$ cat config.mk
export PLATFORM = sky130hd
export DESIGN_NAME = sfcd_device_flat
export DESIGN_NICKNAME = d
export VERILOG_FILES = /design/src/design/sfcd_pkg.sv /design/src/design/sfcd_link_if.sv /design/src/design/sfcd_device.sv /design/src/flat_wrapper.sv
export SDC_FILE = /design/constraint.sdc
export NUM_CORES = 1
export LEC_CHECK = 0
export ABC_AREA = 1
export BUFFER_PORTS_ARGS = -buffer_cell sky130_fd_sc_hd__buf_2
export CORE_MARGIN = 8
export CORE_UTILIZATION = 34
export CTS_BUF_LIST = sky130_fd_sc_hd__clkbuf_4 sky130_fd_sc_hd__clkbuf_8
export CTS_CLUSTER_SIZE = 12
export DETAILED_ROUTE_END_ITERATION = 10
export PLACE_DENSITY = 0.47
export SETUP_SLACK_MARGIN = 0.15
export SYNTH_ARGS = -nofsm -noshare
export SYNTH_HDL_FRONTEND = slang
export SYNTH_SLANG_ARGS = --single-unit
export TNS_END_PERCENT = 50
$ cat constraint.sdc
create_clock -name core_clk -period 4.65 [get_ports core_clk]
set_input_delay 0.93 -clock core_clk [delete_from_list [all_inputs] [get_ports core_clk]]
set_output_delay 0.93 -clock core_clk [all_outputs]
set_load 0.005 [all_outputs]
$ cat src/design/sfcd_pkg.sv
package sfcd_pkg;

  // ------------------------------------------------------------------
  // Command groups and decoded operations
  // ------------------------------------------------------------------
  typedef enum logic [2:0] {
    SFCD_GRP_NONE,
    SFCD_GRP_A,
    SFCD_GRP_B,
    SFCD_GRP_C,
    SFCD_GRP_D,
    SFCD_GRP_PWR
  } sfcd_grp_e;

  typedef enum logic [5:0] {
    SFCD_OP_NONE,
    SFCD_OP_PAGE_RD,
    SFCD_OP_CONT_RD_LEG,
    SFCD_OP_CONT_RD_LF,
    SFCD_OP_CONT_RD_HF,
    SFCD_OP_BUF_RD_LF,
    SFCD_OP_BUF_RD,
    SFCD_OP_BUF_WR,
    SFCD_OP_PROG_ERASE,
    SFCD_OP_PROG_NOERASE,
    SFCD_OP_PAGE_ERASE,
    SFCD_OP_BLOCK_ERASE,
    SFCD_OP_SECTOR_ERASE,
    SFCD_OP_CHIP_ERASE,
    SFCD_OP_PROG_THRU_BUF,
    SFCD_OP_XFER,
    SFCD_OP_COMPARE,
    SFCD_OP_REWRITE,
    SFCD_OP_PROT_EN,
    SFCD_OP_PROT_DIS,
    SFCD_OP_PROT_ERASE,
    SFCD_OP_PROT_PROG,
    SFCD_OP_LOCKDOWN,
    SFCD_OP_PROT_RD,
    SFCD_OP_LOCK_RD,
    SFCD_OP_SEC_PROG,
    SFCD_OP_SEC_RD,
    SFCD_OP_DEEP_PD,
    SFCD_OP_RESUME,
    SFCD_OP_STATUS_RD,
    SFCD_OP_ID_RD
  } sfcd_op_e;

  // ------------------------------------------------------------------
  // Opcodes
  // ------------------------------------------------------------------
  localparam logic [7:0] OPC_PAGE_RD      = 8'hD2;
  localparam logic [7:0] OPC_CONT_LEG     = 8'hE8;
  localparam logic [7:0] OPC_CONT_LF      = 8'h03;
  localparam logic [7:0] OPC_CONT_HF      = 8'h0B;
  localparam logic [7:0] OPC_BUF1_RD_LF   = 8'hD1;
  localparam logic [7:0] OPC_BUF2_RD_LF   = 8'hD3;
  localparam logic [7:0] OPC_BUF1_RD      = 8'hD4;
  localparam logic [7:0] OPC_BUF2_RD      = 8'hD6;
  localparam logic [7:0] OPC_BUF1_WR      = 8'h84;
  localparam logic [7:0] OPC_BUF2_WR      = 8'h87;
  localparam logic [7:0] OPC_B1_PROG_E    = 8'h83;
  localparam logic [7:0] OPC_B2_PROG_E    = 8'h86;
  localparam logic [7:0] OPC_B1_PROG_N    = 8'h88;
  localparam logic [7:0] OPC_B2_PROG_N    = 8'h89;
  localparam logic [7:0] OPC_PAGE_ERASE   = 8'h81;
  localparam logic [7:0] OPC_BLOCK_ERASE  = 8'h50;
  localparam logic [7:0] OPC_SECT_ERASE   = 8'h7C;
  localparam logic [7:0] OPC_CHIP_ERASE   = 8'hC7;
  localparam logic [7:0] OPC_B1_THRU      = 8'h82;
  localparam logic [7:0] OPC_B2_THRU      = 8'h85;
  localparam logic [7:0] OPC_B1_XFER      = 8'h53;
  localparam logic [7:0] OPC_B2_XFER      = 8'h55;
  localparam logic [7:0] OPC_B1_CMP       = 8'h60;
  localparam logic [7:0] OPC_B2_CMP       = 8'h61;
  localparam logic [7:0] OPC_B1_REWR      = 8'h58;
  localparam logic [7:0] OPC_B2_REWR      = 8'h59;
  localparam logic [7:0] OPC_DEEP_PD      = 8'hB9;
  localparam logic [7:0] OPC_RESUME       = 8'hAB;
  localparam logic [7:0] OPC_STATUS       = 8'hD7;
  localparam logic [7:0] OPC_ID           = 8'h9F;
  localparam logic [7:0] OPC_PROT_RD      = 8'h32;
  localparam logic [7:0] OPC_LOCK_RD      = 8'h35;
  localparam logic [7:0] OPC_SEC_PROG     = 8'h9B;
  localparam logic [7:0] OPC_SEC_RD       = 8'h77;
  localparam logic [7:0] OPC_LEG_BUF1_RD  = 8'h54;
  localparam logic [7:0] OPC_LEG_BUF2_RD  = 8'h56;
  localparam logic [7:0] OPC_LEG_PAGE_RD  = 8'h52;
  localparam logic [7:0] OPC_LEG_CONT_RD  = 8'h68;
  localparam logic [7:0] OPC_LEG_STATUS   = 8'h57;
  localparam logic [7:0] OPC_PROT_PRE0    = 8'h3D;
  localparam logic [7:0] OPC_PROT_PRE1    = 8'h2A;
  localparam logic [7:0] OPC_PROT_PRE2    = 8'h7F;
  localparam logic [7:0] OPC_PROT_EN      = 8'hA9;
  localparam logic [7:0] OPC_PROT_DIS     = 8'h9A;
  localparam logic [7:0] OPC_PROT_ERASE   = 8'hCF;
  localparam logic [7:0] OPC_PROT_PROG    = 8'hFC;
  localparam logic [7:0] OPC_LOCKDOWN     = 8'h30;

  // ------------------------------------------------------------------
  // Frame layout and counts
  // ------------------------------------------------------------------
  localparam int ADDR_BYTES      = 3;
  localparam int ADDR_RSV_BITS   = 2;
  localparam int ADDR_W          = 22;
  localparam int HF_DUMMY_BYTES  = 1;
  localparam int SCK_DIV         = 2;
  localparam logic [7:0] SPI_IDLE_BYTE = 8'h00;

endpackage : sfcd_pkg

$ cat src/design/sfcd_link_if.sv
interface sfcd_link_if;
  logic cs_n;
  logic sck;
  logic mosi;
  logic miso;
  logic miso_oe;

  modport host (output cs_n, output sck, output mosi, input miso,
                input miso_oe);
  modport dev  (input cs_n, input sck, input mosi, output miso,
                output miso_oe);
endinterface : sfcd_link_if

$ cat src/design/sfcd_device.sv
module sfcd_device #(
  parameter int BUSY_CYCLES = 64
) (
  input  wire logic               core_clk,
  input  wire logic               sys_rst,
  sfcd_link_if.dev                link,
  output logic                    cmd_valid,
  input  wire logic               cmd_ready,
  output sfcd_pkg::sfcd_op_e      cmd_op,
  output sfcd_pkg::sfcd_grp_e     cmd_grp,
  output logic                    cmd_buf2,
  output logic [21:0]             cmd_addr,
  output logic                    busy,
  output logic                    cmd_refused
);

  // ------------------------------------------------------------------
  // Pin synchronisers: three stages, change seen when stage 2 == 3
  // ------------------------------------------------------------------
  logic [2:0] cs_s_reg, sck_s_reg, mosi_s_reg;
  logic       cs_n_q_reg, sck_q_reg;

  always_ff @(posedge core_clk or posedge sys_rst) begin
    if (sys_rst) begin
      cs_s_reg   <= 3'h7;
      sck_s_reg  <= 3'h0;
      mosi_s_reg <= 3'h0;
    end else begin
      cs_s_reg   <= {cs_s_reg[1:0], link.cs_n};
      sck_s_reg  <= {sck_s_reg[1:0], link.sck};
      mosi_s_reg <= {mosi_s_reg[1:0], link.mosi};
    end
  end

  // Filtered levels only move when the late stages agree
  always_ff @(posedge core_clk or posedge sys_rst) begin
    if (sys_rst) begin
      cs_n_q_reg <= 1'b1;
      sck_q_reg  <= 1'b0;
    end else begin
      if (cs_s_reg[1] == cs_s_reg[2])
        cs_n_q_reg <= cs_s_reg[2];
      if (sck_s_reg[1] == sck_s_reg[2])
        sck_q_reg <= sck_s_reg[2];
    end
  end

  wire sck_rise = (sck_s_reg[1] == sck_s_reg[2]) && sck_s_reg[2] &&
                  !sck_q_reg && !cs_n_q_reg;
  wire frame_end = (cs_s_reg[1] == cs_s_reg[2]) && cs_s_reg[2] &&
                   !cs_n_q_reg;

  // ------------------------------------------------------------------
  // Byte assembly
  // ------------------------------------------------------------------
  logic [2:0] bit_cnt_reg;
  logic [7:0] shift_reg;
  logic [2:0] byte_cnt_reg;
  logic [7:0] byte0_reg, byte3_reg;
  logic [23:0] addr_sr_reg;
  logic       drop_reg;

  wire [7:0] byte_now   = {shift_reg[6:0], mosi_s_reg[2]};
  wire       byte_done  = sck_rise && (bit_cnt_reg == 3'h7);
  wire       first_byte = byte_done && (byte_cnt_reg == 3'h0);

  // ------------------------------------------------------------------
  // Opcode decode (first byte)
  // ------------------------------------------------------------------
  sfcd_pkg::sfcd_op_e  dec_op;
  logic                dec_b2;
  logic                dec_known;

  always_comb begin
    dec_op    = sfcd_pkg::SFCD_OP_NONE;
    dec_b2    = 1'b0;
    dec_known = 1'b1;
    case (byte_now)
      sfcd_pkg::OPC_PAGE_RD, sfcd_pkg::OPC_LEG_PAGE_RD:
        dec_op = sfcd_pkg::SFCD_OP_PAGE_RD;
      sfcd_pkg::OPC_CONT_LEG, sfcd_pkg::OPC_LEG_CONT_RD:
        dec_op = sfcd_pkg::SFCD_OP_CONT_RD_LEG;
      sfcd_pkg::OPC_CONT_LF:  dec_op = sfcd_pkg::SFCD_OP_CONT_RD_LF;
      sfcd_pkg::OPC_CONT_HF:  dec_op = sfcd_pkg::SFCD_OP_CONT_RD_HF;
      sfcd_pkg::OPC_BUF1_RD_LF: dec_op = sfcd_pkg::SFCD_OP_BUF_RD_LF;
      sfcd_pkg::OPC_BUF2_RD_LF: begin
        dec_op = sfcd_pkg::SFCD_OP_BUF_RD_LF;
        dec_b2 = 1'b1;
      end
      sfcd_pkg::OPC_BUF1_RD, sfcd_pkg::OPC_LEG_BUF1_RD:
        dec_op = sfcd_pkg::SFCD_OP_BUF_RD;
      sfcd_pkg::OPC_BUF2_RD, sfcd_pkg::OPC_LEG_BUF2_RD: begin
        dec_op = sfcd_pkg::SFCD_OP_BUF_RD;
        dec_b2 = 1'b1;
      end
      sfcd_pkg::OPC_BUF1_WR: dec_op = sfcd_pkg::SFCD_OP_BUF_WR;
      sfcd_pkg::OPC_BUF2_WR: begin
        dec_op = sfcd_pkg::SFCD_OP_BUF_WR;
        dec_b2 = 1'b1;
      end
      sfcd_pkg::OPC_B1_PROG_E: dec_op = sfcd_pkg::SFCD_OP_PROG_ERASE;
      sfcd_pkg::OPC_B2_PROG_E: begin
        dec_op = sfcd_pkg::SFCD_OP_PROG_ERASE;
        dec_b2 = 1'b1;
      end
      sfcd_pkg::OPC_B1_PROG_N: dec_op = sfcd_pkg::SFCD_OP_PROG_NOERASE;
      sfcd_pkg::OPC_B2_PROG_N: begin
        dec_op = sfcd_pkg::SFCD_OP_PROG_NOERASE;
        dec_b2 = 1'b1;
      end
      sfcd_pkg::OPC_B1_THRU: dec_op = sfcd_pkg::SFCD_OP_PROG_THRU_BUF;
      sfcd_pkg::OPC_B2_THRU: begin
        dec_op = sfcd_pkg::SFCD_OP_PROG_THRU_BUF;
        dec_b2 = 1'b1;
      end
      sfcd_pkg::OPC_B1_XFER: dec_op = sfcd_pkg::SFCD_OP_XFER;
      sfcd_pkg::OPC_B2_XFER: begin
        dec_op = sfcd_pkg::SFCD_OP_XFER;
        dec_b2 = 1'b1;
      end
      sfcd_pkg::OPC_B1_CMP: dec_op = sfcd_pkg::SFCD_OP_COMPARE;
      sfcd_pkg::OPC_B2_CMP: begin
        dec_op = sfcd_pkg::SFCD_OP_COMPARE;
        dec_b2 = 1'b1;
      end
      sfcd_pkg::OPC_B1_REWR: dec_op = sfcd_pkg::SFCD_OP_REWRITE;
      sfcd_pkg::OPC_B2_REWR: begin
        dec_op = sfcd_pkg::SFCD_OP_REWRITE;
        dec_b2 = 1'b1;
      end
      sfcd_pkg::OPC_PAGE_ERASE:  dec_op = sfcd_pkg::SFCD_OP_PAGE_ERASE;
      sfcd_pkg::OPC_BLOCK_ERASE: dec_op = sfcd_pkg::SFCD_OP_BLOCK_ERASE;
      sfcd_pkg::OPC_SECT_ERASE:  dec_op = sfcd_pkg::SFCD_OP_SECTOR_ERASE;
      sfcd_pkg::OPC_CHIP_ERASE:  dec_op = sfcd_pkg::SFCD_OP_CHIP_ERASE;
      sfcd_pkg::OPC_DEEP_PD:     dec_op = sfcd_pkg::SFCD_OP_DEEP_PD;
      sfcd_pkg::OPC_RESUME:      dec_op = sfcd_pkg::SFCD_OP_RESUME;
      sfcd_pkg::OPC_STATUS, sfcd_pkg::OPC_LEG_STATUS:
        dec_op = sfcd_pkg::SFCD_OP_STATUS_RD;
      sfcd_pkg::OPC_ID:      dec_op = sfcd_pkg::SFCD_OP_ID_RD;
      sfcd_pkg::OPC_PROT_RD: dec_op = sfcd_pkg::SFCD_OP_PROT_RD;
      sfcd_pkg::OPC_LOCK_RD: dec_op = sfcd_pkg::SFCD_OP_LOCK_RD;
      sfcd_pkg::OPC_SEC_PROG: dec_op = sfcd_pkg::SFCD_OP_SEC_PROG;
      sfcd_pkg::OPC_SEC_RD:  dec_op = sfcd_pkg::SFCD_OP_SEC_RD;
      sfcd_pkg::OPC_PROT_PRE0: dec_op = sfcd_pkg::SFCD_OP_NONE;
      default: dec_known = 1'b0;
    endcase
  end

  // ------------------------------------------------------------------
  // Protection sequence: the fourth byte selects the operation
  // ------------------------------------------------------------------
  wire prot_pfx_ok = (byte0_reg == sfcd_pkg::OPC_PROT_PRE0);
  wire prot_mid_ok =
    (byte_cnt_reg == 3'h1 && byte_now == sfcd_pkg::OPC_PROT_PRE1) ||
    (byte_cnt_reg == 3'h2 && byte_now == sfcd_pkg::OPC_PROT_PRE2);
  sfcd_pkg::sfcd_op_e prot_op;
  always_comb begin
    case (byte_now)
      sfcd_pkg::OPC_PROT_EN:    prot_op = sfcd_pkg::SFCD_OP_PROT_EN;
      sfcd_pkg::OPC_PROT_DIS:   prot_op = sfcd_pkg::SFCD_OP_PROT_DIS;
      sfcd_pkg::OPC_PROT_ERASE: prot_op = sfcd_pkg::SFCD_OP_PROT_ERASE;
      sfcd_pkg::OPC_PROT_PROG:  prot_op = sfcd_pkg::SFCD_OP_PROT_PROG;
      sfcd_pkg::OPC_LOCKDOWN:   prot_op = sfcd_pkg::SFCD_OP_LOCKDOWN;
      default:                  prot_op = sfcd_pkg::SFCD_OP_NONE;
    endcase
  end

  // ------------------------------------------------------------------
  // Group classification of the decoded operation
  // ------------------------------------------------------------------
  function automatic sfcd_pkg::sfcd_grp_e grp_of(sfcd_pkg::sfcd_op_e op);
    case (op)
      sfcd_pkg::SFCD_OP_PAGE_RD, sfcd_pkg::SFCD_OP_CONT_RD_LEG,
      sfcd_pkg::SFCD_OP_CONT_RD_LF, sfcd_pkg::SFCD_OP_CONT_RD_HF,
      sfcd_pkg::SFCD_OP_PROT_RD, sfcd_pkg::SFCD_OP_LOCK_RD,
      sfcd_pkg::SFCD_OP_SEC_RD:
        grp_of = sfcd_pkg::SFCD_GRP_A;
      sfcd_pkg::SFCD_OP_PAGE_ERASE, sfcd_pkg::SFCD_OP_BLOCK_ERASE,
      sfcd_pkg::SFCD_OP_SECTOR_ERASE, sfcd_pkg::SFCD_OP_CHIP_ERASE,
      sfcd_pkg::SFCD_OP_XFER, sfcd_pkg::SFCD_OP_COMPARE,
      sfcd_pkg::SFCD_OP_PROG_ERASE, sfcd_pkg::SFCD_OP_PROG_NOERASE,
      sfcd_pkg::SFCD_OP_PROG_THRU_BUF, sfcd_pkg::SFCD_OP_REWRITE:
        grp_of = sfcd_pkg::SFCD_GRP_B;
      sfcd_pkg::SFCD_OP_BUF_RD_LF, sfcd_pkg::SFCD_OP_BUF_RD,
      sfcd_pkg::SFCD_OP_BUF_WR, sfcd_pkg::SFCD_OP_STATUS_RD,
      sfcd_pkg::SFCD_OP_ID_RD:
        grp_of = sfcd_pkg::SFCD_GRP_C;
      sfcd_pkg::SFCD_OP_PROT_ERASE, sfcd_pkg::SFCD_OP_PROT_PROG,
      sfcd_pkg::SFCD_OP_LOCKDOWN, sfcd_pkg::SFCD_OP_SEC_PROG:
        grp_of = sfcd_pkg::SFCD_GRP_D;
      sfcd_pkg::SFCD_OP_NONE: grp_of = sfcd_pkg::SFCD_GRP_NONE;
      default: grp_of = sfcd_pkg::SFCD_GRP_PWR;
    endcase
  endfunction : grp_of

  // ------------------------------------------------------------------
  // Frame state: opcode, address and operation held to frame end
  // ------------------------------------------------------------------
  sfcd_pkg::sfcd_op_e op_reg;
  logic               b2_reg;

  always_ff @(posedge core_clk or posedge sys_rst) begin
    if (sys_rst) begin
      bit_cnt_reg  <= 3'h0;
      shift_reg    <= 8'h00;
      byte_cnt_reg <= 3'h0;
      byte0_reg    <= 8'h00;
      byte3_reg    <= 8'h00;
      addr_sr_reg  <= 24'h000000;
      drop_reg     <= 1'b0;
      op_reg       <= sfcd_pkg::SFCD_OP_NONE;
      b2_reg       <= 1'b0;
    end else if (frame_end || cs_n_q_reg) begin
      bit_cnt_reg  <= 3'h0;
      byte_cnt_reg <= 3'h0;
      drop_reg     <= 1'b0;
      // Cleared so a frame cut before its opcode cannot reissue the last
      op_reg       <= sfcd_pkg::SFCD_OP_NONE;
    end else if (sck_rise && !drop_reg) begin
      bit_cnt_reg <= bit_cnt_reg + 3'h1;
      shift_reg   <= byte_now;
      if (byte_done) begin
        if (byte_cnt_reg != 3'h7)
          byte_cnt_reg <= byte_cnt_reg + 3'h1;
        if (first_byte) begin
          byte0_reg <= byte_now;
          op_reg    <= dec_op;
          b2_reg    <= dec_b2;
          drop_reg  <= !dec_known;
        end else if (prot_pfx_ok && byte_cnt_reg < 3'h3) begin
          drop_reg <= !prot_mid_ok;
        end else if (prot_pfx_ok && byte_cnt_reg == 3'h3) begin
          op_reg <= prot_op;
        end else if (byte_cnt_reg <= 3'(sfcd_pkg::ADDR_BYTES)) begin
          addr_sr_reg <= {addr_sr_reg[15:0], byte_now};
        end
        if (byte_cnt_reg == 3'h3)
          byte3_reg <= byte_now;
      end
    end
  end

  // ------------------------------------------------------------------
  // Command issue, busy timer and concurrency gate
  // ------------------------------------------------------------------
  wire  sfcd_pkg::sfcd_grp_e cur_grp = grp_of(op_reg);
  sfcd_pkg::sfcd_grp_e busy_grp_reg;
  logic [15:0]         busy_cnt_reg;
  logic                busy_b2_reg;

  // Group C runs during B; during D only status; buffer clash refused
  wire allow = !busy ||
    (busy_grp_reg == sfcd_pkg::SFCD_GRP_B &&
     cur_grp == sfcd_pkg::SFCD_GRP_C &&
     !(op_reg inside {sfcd_pkg::SFCD_OP_BUF_RD, sfcd_pkg::SFCD_OP_BUF_RD_LF,
                      sfcd_pkg::SFCD_OP_BUF_WR} &&
       b2_reg == busy_b2_reg)) ||
    (busy_grp_reg == sfcd_pkg::SFCD_GRP_D &&
     op_reg == sfcd_pkg::SFCD_OP_STATUS_RD);
  wire issue = frame_end && !drop_reg &&
               op_reg != sfcd_pkg::SFCD_OP_NONE &&
               (!cmd_valid || cmd_ready);
  wire self_timed = cur_grp == sfcd_pkg::SFCD_GRP_B ||
                    cur_grp == sfcd_pkg::SFCD_GRP_D;

  always_ff @(posedge core_clk or posedge sys_rst) begin
    if (sys_rst) begin
      cmd_valid    <= 1'b0;
      cmd_op       <= sfcd_pkg::SFCD_OP_NONE;
      cmd_grp      <= sfcd_pkg::SFCD_GRP_NONE;
      cmd_buf2     <= 1'b0;
      cmd_addr     <= 22'h000000;
      cmd_refused  <= 1'b0;
      busy         <= 1'b0;
      busy_cnt_reg <= 16'h0000;
      busy_grp_reg <= sfcd_pkg::SFCD_GRP_NONE;
      busy_b2_reg  <= 1'b0;
    end else begin
      cmd_refused <= issue && !allow;
      if (cmd_valid && cmd_ready)
        cmd_valid <= 1'b0;
      if (issue && allow) begin
        cmd_valid <= 1'b1;
        cmd_op    <= op_reg;
        cmd_grp   <= cur_grp;
        cmd_buf2  <= b2_reg;
        cmd_addr  <= addr_sr_reg[sfcd_pkg::ADDR_W-1:0];
      end
      if (issue && allow && self_timed) begin
        busy         <= 1'b1;
        busy_cnt_reg <= 16'(BUSY_CYCLES);
        busy_grp_reg <= cur_grp;
        busy_b2_reg  <= b2_reg;
      end else if (busy) begin
        busy_cnt_reg <= busy_cnt_reg - 16'h0001;
        if (busy_cnt_reg == 16'h0001)
          busy <= 1'b0;
      end
    end
  end

  // Serial output stays released; data return is outside this decoder
  assign link.miso    = 1'b0;
  assign link.miso_oe = 1'b0;

endmodule : sfcd_device

$ cat src/flat_wrapper.sv
// flat-port wrapper written by rule: the top's interface ports become plain ports
module sfcd_device_flat 
#(
  parameter int BUSY_CYCLES = 64
)
  (core_clk, sys_rst, cmd_valid, cmd_ready, cmd_op, cmd_grp, cmd_buf2, cmd_addr, busy, cmd_refused, link_cs_n, link_sck, link_mosi, link_miso, link_miso_oe);
  sfcd_link_if link_i ();
  input  wire logic core_clk;
  input  wire logic sys_rst;
  output logic cmd_valid;
  input  wire logic cmd_ready;
  output sfcd_pkg::sfcd_op_e cmd_op;
  output sfcd_pkg::sfcd_grp_e cmd_grp;
  output logic cmd_buf2;
  output logic [21:0] cmd_addr;
  output logic busy;
  output logic cmd_refused;
  input wire logic [$bits(link_i.cs_n)-1:0] link_cs_n;
  input wire logic [$bits(link_i.sck)-1:0] link_sck;
  input wire logic [$bits(link_i.mosi)-1:0] link_mosi;
  output wire logic [$bits(link_i.miso)-1:0] link_miso;
  output wire logic [$bits(link_i.miso_oe)-1:0] link_miso_oe;
  assign link_i.cs_n = link_cs_n;
  assign link_i.sck = link_sck;
  assign link_i.mosi = link_mosi;
  assign link_miso = link_i.miso;
  assign link_miso_oe = link_i.miso_oe;
  sfcd_device #(.BUSY_CYCLES(BUSY_CYCLES)) u_core (.core_clk(core_clk), .sys_rst(sys_rst), .link(link_i), .cmd_valid(cmd_valid), .cmd_ready(cmd_ready), .cmd_op(cmd_op), .cmd_grp(cmd_grp), .cmd_buf2(cmd_buf2), .cmd_addr(cmd_addr), .busy(busy), .cmd_refused(cmd_refused));
endmodule
# Word-level counts from Yosys, hierarchy flattened
# Memory sizes are Yosys's and may differ from the RTL's.
# Cells that the tools add are included.
[word_totals] output_inout_bits=37 n_memories=1 romBits=96 register_bits=117
[classes] n_reduce_logical=68 muxes=29 n_lt_le_gt_ge=2 eq_ne=67 n_addsub=3 n_bitwise=4
[memory_table] name="(name not given)" depth=32 word_bits=3 read_ports=1 rd_ports_with_merged_regs=0 write_ports=0 line="sfcd_device.sv:172" text="case (op)"
[op_table] op="== test 8 bit (second input constant)" count=25
[op_table] op="case mux 5 bit (25 select lines)" count=1
[op_table] op="== test 8 x 7 -> 1 bit (second input constant)" count=15
[op_table] op="== test 8 x 6 -> 1 bit (second input constant)" count=6
[op_table] op="OR reduction 40 bit" count=1
[op_table] op="two-way mux 6 bit" count=6
[op_table] op="two-way mux 16 bit" count=2
[op_table] op="case mux 5 bit (5 select lines)" count=1
[op_table] op="logical AND 1 bit" count=23
[op_table] op="OR reduction 2 bit" count=11
[op_table] op="two-way mux 3 bit" count=7
[op_table] op="== test 6 x 3 -> 1 bit (second input constant)" count=3
[op_table] op="== test 16 x 1 -> 1 bit (second input constant)" count=1
[op_table] op="subtractor 16 x 1 -> 16 bit (second input constant)" count=1
[op_table] op="== test 3 x 2 -> 1 bit (second input constant)" count=5
[op_table] op="two-way mux 1 bit" count=12
[op_table] op="nonzero test 2 bit" count=5
[op_table] op="OR reduction 10 bit" count=1
[op_table] op="== test 3 bit (second input constant)" count=3
[op_table] op="zero test 1 bit" count=9
[op_table] op="nonzero test 3 bit" count=3
[op_table] op="== test 8 x 2 -> 1 bit (second input constant)" count=1
[op_table] op="== test 8 x 4 -> 1 bit (second input constant)" count=1
[op_table] op="AND reduction 4 bit" count=2
[op_table] op="16 further kinds" count=28

# Longest topological paths before layout
# Gate-level depths: netlist of the first run.
[depth] depth_word=10 mapped_depth=13

# Worst setup path after synthesis of the first run
# No wires, ideal clock.
[synth_timing] path_type="in2reg" start="input cmd_ready" end="register u_core.busy_grp_reg[2]" stages=6 slack_ns=2.661 t_arrival_ns=1.872 required_ns=4.533 n_path_buf=1 path_cell_list="nor2_1 -> nor4_4 -> nand3_2 -> buf_6 -> nand2_2 -> nand2_1"
[synth_via] elab_chain_cells=4
[synth_lines] element="from (decl)" line="flat_wrapper.sv:11" text="input wire logic cmd_ready;"
[synth_lines] element="logical OR 1 bit" line="sfcd_device.sv:262" text="(!cmd_valid || cmd_ready);"
[synth_lines] element="logical AND 1 bit" line="sfcd_device.sv:261" text="op_reg != sfcd_pkg::SFCD_OP_NONE &&"
[synth_lines] element="logical AND 1 bit (2 in a row)" line="sfcd_device.sv:289" text="if (issue && allow && self_timed) begin"
[synth_lines] element="to (signal assigned)" line="sfcd_device.sv:276" text="busy_grp_reg <= sfcd_pkg::SFCD_GRP_NONE;"
[synth_lines] element="to (signal assigned)" line="sfcd_device.sv:292" text="busy_grp_reg <= cur_grp;"
[synth_lines] element="to (decl)" line="sfcd_device.sv:247" text="sfcd_pkg::sfcd_grp_e busy_grp_reg;"
# Every way passes these cells.
# A chain may end at the register's enable or synchronous reset.

# Worst setup path in the final report of the first run
[layout_timing] start="register u_core.cs_s_reg[1]" end="register u_core.busy_cnt_reg[14]"
[layout_via] elab_chain_cells=9 word_cells_on_any_way=10 classes_between="eq/ne (1); mux (1); reduce/logical (8)"
[layout_lines] element="from (decl)" line="sfcd_device.sv:20" text="logic [2:0] cs_s_reg, sck_s_reg, mosi_s_reg;"
[layout_lines] element="from (signal assigned)" line="sfcd_device.sv:29" text="cs_s_reg <= {cs_s_reg[1:0], link.cs_n};"
[layout_lines] element="== test 1 bit (*)" line="sfcd_device.sv:50" text="wire frame_end = (cs_s_reg[1] == cs_s_reg[2]) && cs_s_reg[2] &&"
[layout_lines] element="logical AND 1 bit (*) (2 in a row)" line="sfcd_device.sv:50"
[layout_lines] element="logical AND 1 bit (*) (2 in a row)" line="sfcd_device.sv:260" text="wire issue = frame_end && !drop_reg &&"
[layout_lines] element="logical AND 1 bit (*)" line="sfcd_device.sv:261"
[layout_lines] element="logical AND 1 bit (*) (2 in a row)" line="sfcd_device.sv:289"
[layout_lines] element="two-way mux 16 bit or nonzero test 2 bit (tied branches)"
[layout_lines] element="to (signal assigned)" line="sfcd_device.sv:291" text="busy_cnt_reg <= 16'(BUSY_CYCLES);"
[layout_lines] element="to (signal assigned)" line="sfcd_device.sv:295" text="busy_cnt_reg <= busy_cnt_reg - 16'h0001;"
[layout_lines] element="to (decl)" line="sfcd_device.sv:248" text="logic [15:0] busy_cnt_reg;"
# Mark *: on every way between the ends. The rest lies on a longest branch, timed or not.

==> results.toml, run 1 <==
[floorplan]
fp.dieH_um = 149
start_util = 0.347
coreArea_sq_um = 17300
rows = 48
pin_count = 43
die_w_um = 149
design.die.area_sq_um = 22200

[drt]
wl_per_cell_um = 13.6
route.detailed.drc = 0
wl_mm = 14.0
ant_nets = 0
dr.pass1.iters = 4
vias = 4757
drt_iter0_markers = 286
vias_per_cell = 4.63

[worst_setup_path]
cp_top_family = "simple AND/OR/NAND/NOR gates"
path_cells = "ha_1 -> nand2_1 -> nor4_4 -> nand3_2 -> nand2_2 -> inv_2"
critical_path.max_fanout = 21
path_class = "reg -> reg"
cp_slowest_cell = "nand3_2"
worst_setup_path_end_kind = "register"
r2r_slack_ps = 2260
worst_ep_arrival_time_ps = 2720
cp_slowest_stage_delay_ps = 640
crit_start = "u_core.cs_s_reg[1]$_DFF_PP1_"
r2r_start = "u_core.cs_s_reg[1]$_DFF_PP1_"
critPathRequiredTime_ps = 4980
rr_worst_depth = 6
crit_buf_inv = 1
r2r_end = "u_core.busy_cnt_reg[14]$_DFFE_PP0P_"
cp-start-kind = "register"

[sta]
max_freq_mhz = 418
setup_viol_count_final = 0
hold_viol = 0
min_period_ps = 2390
finalCritPeriodShare = 0.514
relSlewSlack = 0.490
worst_pin_slew_ps = 766
finalSetupTns_ps = 0
drv_slew = 0
fin_skew_ps = 13.0
rsz0062_at_grt = "no"

[cells_and_area]
n_fill_cell = 1817
instances_no_fill = 1028
regArea_sq_um = 2880
syn_to_final_growth_pct = 13.0
layout-drive-gt1-share = 0.203
num-nets-final = 812
diodes = 0
multi_input_area_sq_um = 2570

[logic_synthesis]
yosysSeqAreaShare = 0.480
synth_top_area_cell = "dfrtp_1"
avgSynthCellArea_sq_um = 8.04
synth.distinct_cells = 43
ys.flop_type = "dfrtp_1"
yosys.area_share.simple = 0.280
synth-xor-area-share = 0.0204
ys_warn_count = 0
synth-compound-area-share = 0.0906
yosys-top-cells-area = "dfrtp_1 (46%), nand2_1 (12%), nor2_1 (5.5%)"
synth_top_family_by_area = "simple AND/OR/NAND/NOR gates"
syn_inst = 747
yosys.area_share.adder = 0.0333
syn-cell-area_sq_um = 6010
synth_enable_flop_cells = 0
synth.area.mux_share = 0.00188
synth_top_area_share = 0.463
async_reset_ff_frac = 1.00
synth_seq_cells = 115

[flow_run]
cap_violations = 0

[placed_design]
place_hpwl_mm = 10.2
gp_congestion = 0.885
io_buffers = 39
placed_cells = 996

[min_path]
hold_start = "u_core.mosi_s_reg[1]$_DFF_PP0_"
hold_end = "u_core.mosi_s_reg[2]$_DFF_PP0_"
hold-path-cell-count = 0
worstHoldPathType = "reg -> reg"

[clocking]
cts_tree = "done"
clock_sinks = 115
postCtsSetupRepairBufs = 0
numCtsBuffers = 17
path_clk_slew_ps = 80
hold_buffers = 0
cts-root-buf = "clkbuf_8"
h-tree-depth = 4
cts_buffer_depth = 2
cts_resized = 0
clkLatencyLatePin_ps = 440

[global_route]
overflow = 0
antenna_found_initial = 0
grt_pass1_vias = 4744
grt_max_degree = 62
grt_first_pass_wirelength_mm = 23.8
grt_usage = 0.134

[power]
vdd_drop_max_uv = 172
p_leak_uw = 0.00346
p_per_area_nw_per_um2 = 329

[outcome]
outcome = "completed"
worst register-to-register path: cells and delay by family, from the launching register on:
| kind | cells | cell delay (ps) |
|---|---|---|
| simple gates | 4 | 1500 |
| flops | 1 | 530 |
| fa+ha+maj | 1 | 220 |
| buf+inv | 1 | 40 |
metal layers:
metal | wire [um] | track usage
met1 | 6940 | 0.175
met2 | 6340 | 0.208
met3 | 455 | 0.0316
met4 | 248 | 0.0570
met5 | 0 | 0
worst max-delay path by stage:
| stage | cells past startpoint | endpoint |
|---|---|---|
| 6_report | 6 | u_core.busy_cnt_reg[14]$_DFFE_PP0P_ |
| 5_1_grt | 10 | u_core.busy_cnt_reg[14]$_DFFE_PP0P_ |
| 4_1_cts | 6 | u_core.busy_cnt_reg[14]$_DFFE_PP0P_ |
| 3_5_place_dp | 6 | u_core.busy_cnt_reg[15]$_DFFE_PP0P_ |
| 3_3_place_gp | 6 | u_core.busy_cnt_reg[15]$_DFFE_PP0P_ |
| 2_1_floorplan | 1 | u_core.addr_sr_reg[0]$_DFFE_PP0P_ |
cell type report:
cell class	instances	share of cell area
clock buffer	18	0.0356
clock inverter	14	0.0264
inverter	109	0.0607
multi-input combinational	505	0.379
sequential	115	0.425
tap	225	0.0415
timing repair buffer	42	0.0321
power breakdown:
group / internal (uW) / switching [uW]
Clock: 542 / 438
Sequential: 1020 / 37.6
Combinational: 44.0 / 148
Total: 1610 / 624
synthesized netlist by cell type (2+ instances only):
master and count:
nor2_2 5, nand2_2 19, ha_1 16, inv_2 27, dfrtp_1 111, inv_1 81
o21ai_1 39, xor2_1 11, buf_2 7, nand3_1 36, nor3_1 13, nor3_2 3
xnor2_1 3, nor2_1 88, buf_4 6, nand3_2 2, nor4_1 4, o21ai_2 22
nand4_1 13, nand2_1 191, a21oi_1 5, o21ai_0 16, buf_6 6, dfstp_2 4
through the flow:
step                total power, uW  cell area, sq um   util  hold WS [ps]  worst slack, ps
CTS                            2270              6780  0.392           354             2230
global placement               1280              6360  0.368           332             2010
global route                   2350              6780  0.392           367             2000
finish                         2230              6780  0.392           353             2260
floorplan                      1210              6010      -           331              683
detailed placement             1270              6360  0.368           335             1990
layout by cell type (no fill, tap or decap), drive strengths merged, types with 11 or more instances in the layout:
cell / instances
buf: 42
clkbuf: 18
dfrtp: 111
ha: 16
inv: 111
nand2: 211
nand3: 38
nand4: 13
nor2: 93
nor3: 17
o21ai: 77
xor2: 11
cell families (layout without fill, tap and decap cells):
logic type	after synthesis	after routing
buffers and inverters	129	183
AOI/OAI and AO/OA	89	89
adders and majority gates	16	16
DFF	115	115
muxes	1	1
other	1	3
and+or+nand+nor	382	382
xor gates and xnor gates	14	14
(Power assumes the default switching activity.)
==> run 2, diff against run 1 <==
- clock period: 4.65 -> 2.25 ns (I/O delays scaled with it)
==> run 2 against run 1 <==
Against the previous run: register-to-register slack lost 2000 ps; total power is 110% higher; sequential share of layout area is 1.8 points lower; routed wire length increased by 4.8%; flip-flop and latch count stayed put; non-clock buffer count is 19 higher; combinational power up 120%; die area did not move; core utilization grew 1.7 points; worst hold slack lost 240 ps; clock-buffer cell count unchanged; global-route usage about the same; critical path type unchanged; critical endpoint is now u_core.cmd_grp[1]$_DFFE_PP0P_; largest power group unchanged.
==> results.toml, run 2 (same netlist as run 1, synthesis figures left out) <==
[sta]
finalSetupTns_ps = 0
min_period_ps = 1980
hold_viol = 0
finalCritPeriodShare = 0.881
rsz0062_at_grt = "yes"
max_freq_mhz = 504
fin_skew_ps = 10.6
setup_viol_count_final = 0
drv_slew = 0

[global_route]
grt_usage = 0.134
grt_first_pass_wirelength_mm = 23.8
grt_max_degree = 78
antenna_found_initial = 0
grt_pass1_vias = 4769
overflow = 0

[clocking]
path_clk_slew_ps = 70
cts_buffer_depth = 2
cts_tree = "done"
numCtsBuffers = 17
cts-root-buf = "clkbuf_8"
h-tree-depth = 4
clock_sinks = 115
clkLatencyLatePin_ps = 430

[floorplan]
pin_count = 43
fp.dieH_um = 149
design.die.area_sq_um = 22200
start_util = 0.347
rows = 48
coreArea_sq_um = 17300
die_w_um = 149

[cells_and_area]
diodes = 0
final_cell_mix = "nand2_1 (191), dfrtp_1 (111), nor2_1 (86)"
layout-drive-gt1-share = 0.226
final_util = 0.410
layout_commonest_cell = "nand2_1"
syn_to_final_growth_pct = 17.9
instances_no_fill = 1047
n_fill_cell = 1742
num-nets-final = 831
design_area_sq_um = 7080

[placed_design]
place_hpwl_mm = 10.3
placed_area_sq_um = 6470
io_buffers = 39
placed_cells = 1004
gp_congestion = 0.890

[drt]
dr.pass1.iters = 4
wl_mm = 14.7
ant_nets = 0
drt_iter0_markers = 251
wl_per_cell_um = 14.0
vias_per_cell = 4.61
vias = 4831
route.detailed.drc = 0

[power]
p_per_area_nw_per_um2 = 672
p_leak_uw = 0.00361
vdd_drop_max_uv = 416

[worst_setup_path]
path_class = "reg -> reg"
worst_setup_path_end_kind = "register"
crit_path_end = "u_core.cmd_grp[1]$_DFFE_PP0P_"
cp-start-kind = "register"
cp_slowest_stage_delay_ps = 400
path_cells = "inv_1 -> ha_1 -> nand3_1 -> nand3_2 -> o21a_2 -> nand3_2 -> nand2_4 -> nand2_4 -> buf_16 -> nand2_1 -> o21ai_2"
r2r_start = "u_core.op_reg[1]$_DFFE_PP0P_"
r2r_end = "u_core.cmd_grp[1]$_DFFE_PP0P_"
r2r_slack_ps = 270
worst_ep_arrival_time_ps = 2300
crit_start = "u_core.op_reg[1]$_DFFE_PP0P_"
rr_worst_depth = 11
critPathRequiredTime_ps = 2570
critical_path.max_fanout = 30
cp_slowest_cell = "dfrtp_1"

[flow_run]
cap_violations = 0

[outcome]
outcome = "completed"

[min_path]
worstHoldPathType = "in -> reg"
-- run 2: cell types whose count changed in the layout (fill, tap and decap cells not counted), moves of 2 or more --
| cell | previous run | this run |
|---|---|---|
| buf_12 | 0 | 3 |
| buf_4 | 3 | 14 |
| clkbuf_16 | 0 | 2 |
| clkinv_4 | 4 | 2 |
| nand3_1 | 36 | 34 |
| nand3_2 | 2 | 4 |
| nor2_1 | 88 | 86 |
-- run 2: area by class of cell --
cell class	instances	area (sq um)	share of cell area
Clock buffer	18	248	0.0350
Timing Repair Buffer	61	459	0.0648
Multi-Input combinational cell	505	2600	0.367
Tap cell	225	282	0.0397
Sequential cell	115	2880	0.407
Clock inverter	14	200	0.0283
Inverter	109	413	0.0583
-- run 2: where the power goes --
part	internal, uW	switching, uW
Combinational	101	317
Clock	1250	893
Sequential	2120	78.7
-- run 2: worst min path at each step --
stage,startpoint,endpoint,slack (ps),cells after the start
2_1_floorplan,u_core.mosi_s_reg[0]$_DFF_PP0_,u_core.mosi_s_reg[1]$_DFF_PP0_,330,0
3_3_place_gp,u_core.sck_s_reg[0]$_DFF_PP0_,u_core.sck_s_reg[1]$_DFF_PP0_,330,0
3_5_place_dp,u_core.mosi_s_reg[0]$_DFF_PP0_,u_core.mosi_s_reg[1]$_DFF_PP0_,340,0
4_1_cts,link_cs_n,u_core.cs_s_reg[0]$_DFF_PP1_,70,1
5_1_grt,link_cs_n,u_core.cs_s_reg[0]$_DFF_PP1_,70,1
6_report,link_cs_n,u_core.cs_s_reg[0]$_DFF_PP1_,110,1
-- run 2: stage by stage --
stage               power [uW]  setup slack (ps)  hold WS, ps
CTS                       4840               173         70.6
finish                    4760               267          114
detailed placement        2650               194          340
global route              5000              96.0         66.7
global placement          2660               270          333
floorplan                 2500               404          331
-- run 2: critical path: cells and delay by family (launching register included) --
kind	cells	cell delay, ps
flops	1	400
compound gates	2	220
fa+ha+maj	1	290
buf+inv	2	310
simple gates	6	630
-- run 2: routing by layer --
| metal | wire length, um | vias to the layer above | track usage |
|---|---|---|---|
| met5 | 0 | - | 0 |
| met4 | 252 | 0 | 0.0601 |
| met3 | 557 | 20 | 0.0352 |
| met2 | 6910 | 86 | 0.208 |
| met1 | 6940 | 2251 | 0.172 |
| li1 | - | 2474 | - |
-- run 2: repair_timing --
item | CTS | global route
buffers inserted | 0 | 7
endpoints found under the setup margin | 0 | 81
hold endpoints to repair | 11 | 0
hold buffers | 1 | 0
gates resized for setup | 0 | 8
==> run 3, diff against run 2 <==
- CTS_BUF_LIST: sky130_fd_sc_hd__clkbuf_4 sky130_fd_sc_hd__clkbuf_8 -> unset
==> run 3 against run 2 <==
Against the previous run: sequential share of layout area shrank 1.2 points; total power grew 16%; clock skew shrank 2.4 ps; critical endpoint is now u_core.cmd_addr[1]$_DFFE_PP0P_; first-iteration DRC count shrank 14%.
==> results.toml, run 3 (same netlist as run 1, synthesis figures left out) <==
[outcome]
outcome = "completed"

[power]
p_per_area_nw_per_um2 = 754
vdd_drop_max_uv = 500
p_leak_uw = 0.00371

[sta]
drv_slew = 0
finalSetupTns_ps = 0
setup_ws_ps = 271
setup_viol_count_final = 0
hold_viol = 0
min_period_ps = 1980
max_freq_mhz = 505
fin_skew_ps = 8.16
rsz0062_at_grt = "yes"
finalCritPeriodShare = 0.880
hold-worst-slack_ps = 142

[flow_run]
cap_violations = 0

[clocking]
numCtsBuffers = 17
cts-root-buf = "clkbuf_16"
path_clk_slew_ps = 60
cts_tree = "done"
h-tree-depth = 4
cts_buffer_depth = 2
clock_sinks = 115
clkLatencyLatePin_ps = 410

[drt]
route.detailed.drc = 0
drt_iter0_markers = 215
dr.pass1.iters = 4
vias = 4836
vias_per_cell = 4.61
ant_nets = 0
wl_mm = 14.9
wl_per_cell_um = 14.2

[cells_and_area]
num-nets-final = 832
syn_to_final_growth_pct = 21.5
layout_commonest_cell = "nand2_1"
diodes = 0
final_cell_mix = "nand2_1 (191), dfrtp_1 (111), nor2_1 (86)"
n_fill_cell = 1716
layout-drive-gt1-share = 0.227
instances_no_fill = 1048

[global_route]
grt_first_pass_wirelength_mm = 23.9
overflow = 0
grt_max_degree = 78
grt_usage = 0.134
antenna_found_initial = 0
grt_pass1_vias = 4787

[floorplan]
rows = 48
die_w_um = 149
pin_count = 43
design.die.area_sq_um = 22200
fp.dieH_um = 149
coreArea_sq_um = 17300
start_util = 0.347

[placed_design]
post-place-ws_ps = 194
gp_congestion = 0.890
placed_cells = 1004
io_buffers = 39
place_hpwl_mm = 10.3

[worst_setup_path]
cp-start-kind = "register"
worst_ep_arrival_time_ps = 2270
r2r_slack_ps = 270
critPathRequiredTime_ps = 2540
path_class = "reg -> reg"
worst_setup_path_end_kind = "register"
critical_path.max_fanout = 15

[min_path]
worstHoldPathType = "in -> reg"
## run 3: worst paths after layout
path / startpoint / end / cells past startpoint
setup / recovery: u_core.op_reg[1]$_DFFE_PP0P_ / u_core.cmd_addr[1]$_DFFE_PP0P_ / 11
hold / removal: link_mosi / u_core.mosi_s_reg[0]$_DFF_PP0_ / 1
setup reg to reg: u_core.op_reg[1]$_DFFE_PP0P_ / u_core.cmd_addr[1]$_DFFE_PP0P_ / 11
hold reg to reg: u_core.sck_s_reg[0]$_DFF_PP0_ / u_core.sck_s_reg[1]$_DFF_PP0_ / 0
max in group asynchronous: sys_rst / u_core.cs_s_reg[0]$_DFF_PP1_ / 4
min in group asynchronous: sys_rst / u_core.busy_cnt_reg[14]$_DFFE_PP0P_ / 3
## run 3: where the power goes
part           total, uW  leakage [uW]  internal (uW)  switching [uW]
clock               2890      0.000304           1900             993
combinational        419       0.00185            101             318
sequential          2200       0.00155           2120            77.3
total               5510       0.00371           4120            1390
## run 3: critical path: stages, from the launching register on
cell and delay (ps):
dfrtp_1 390, inv_1 110, ha_1 290, nand3_1 90, nand3_2 120, o21a_2 170, nand3_2 110, nand2_4 120
nand2_4 110, clkbuf_16 220, nand2_1 70, o21ai_2 50
## run 3: metrics by stage
stage / util / power [uW] / area [sq um]
2_1_floorplan: - / 2500 / 6020
3_3_place_gp: 0.374 / 2660 / 6470
3_5_place_dp: 0.374 / 2650 / 6470
4_1_cts: 0.412 / 5580 / 7120
5_1_grt: 0.422 / 5750 / 7300
6_report: 0.422 / 5510 / 7300
## run 3: layer usage
metal	global-route usage	wire [um]	up-vias
li1	-	-	2491
met1	0.172	7100	2248
met2	0.209	7070	81
met3	0.0407	515	16
met4	0.0510	221	0
met5	0	0	-
## run 3: final cells by class
| type | count | area, sq um | area share |
|---|---|---|---|
| Timing Repair Buffer | 62 | 484 | 0.0663 |
| Clock buffer | 18 | 439 | 0.0602 |
| Sequential cell | 115 | 2880 | 0.395 |
| Clock inverter | 14 | 200 | 0.0274 |
| Multi-Input combinational cell | 505 | 2600 | 0.356 |
| Inverter | 109 | 413 | 0.0566 |
| Tap cell | 225 | 282 | 0.0386 |
## run 3: repair_timing
item | in CTS | in global routing
hold endpoints to repair | 11 | 0
gates resized for setup | 0 | 8
buffers inserted | 0 | 7
endpoints found under the setup margin | 0 | 81
hold buffers | 1 | 0
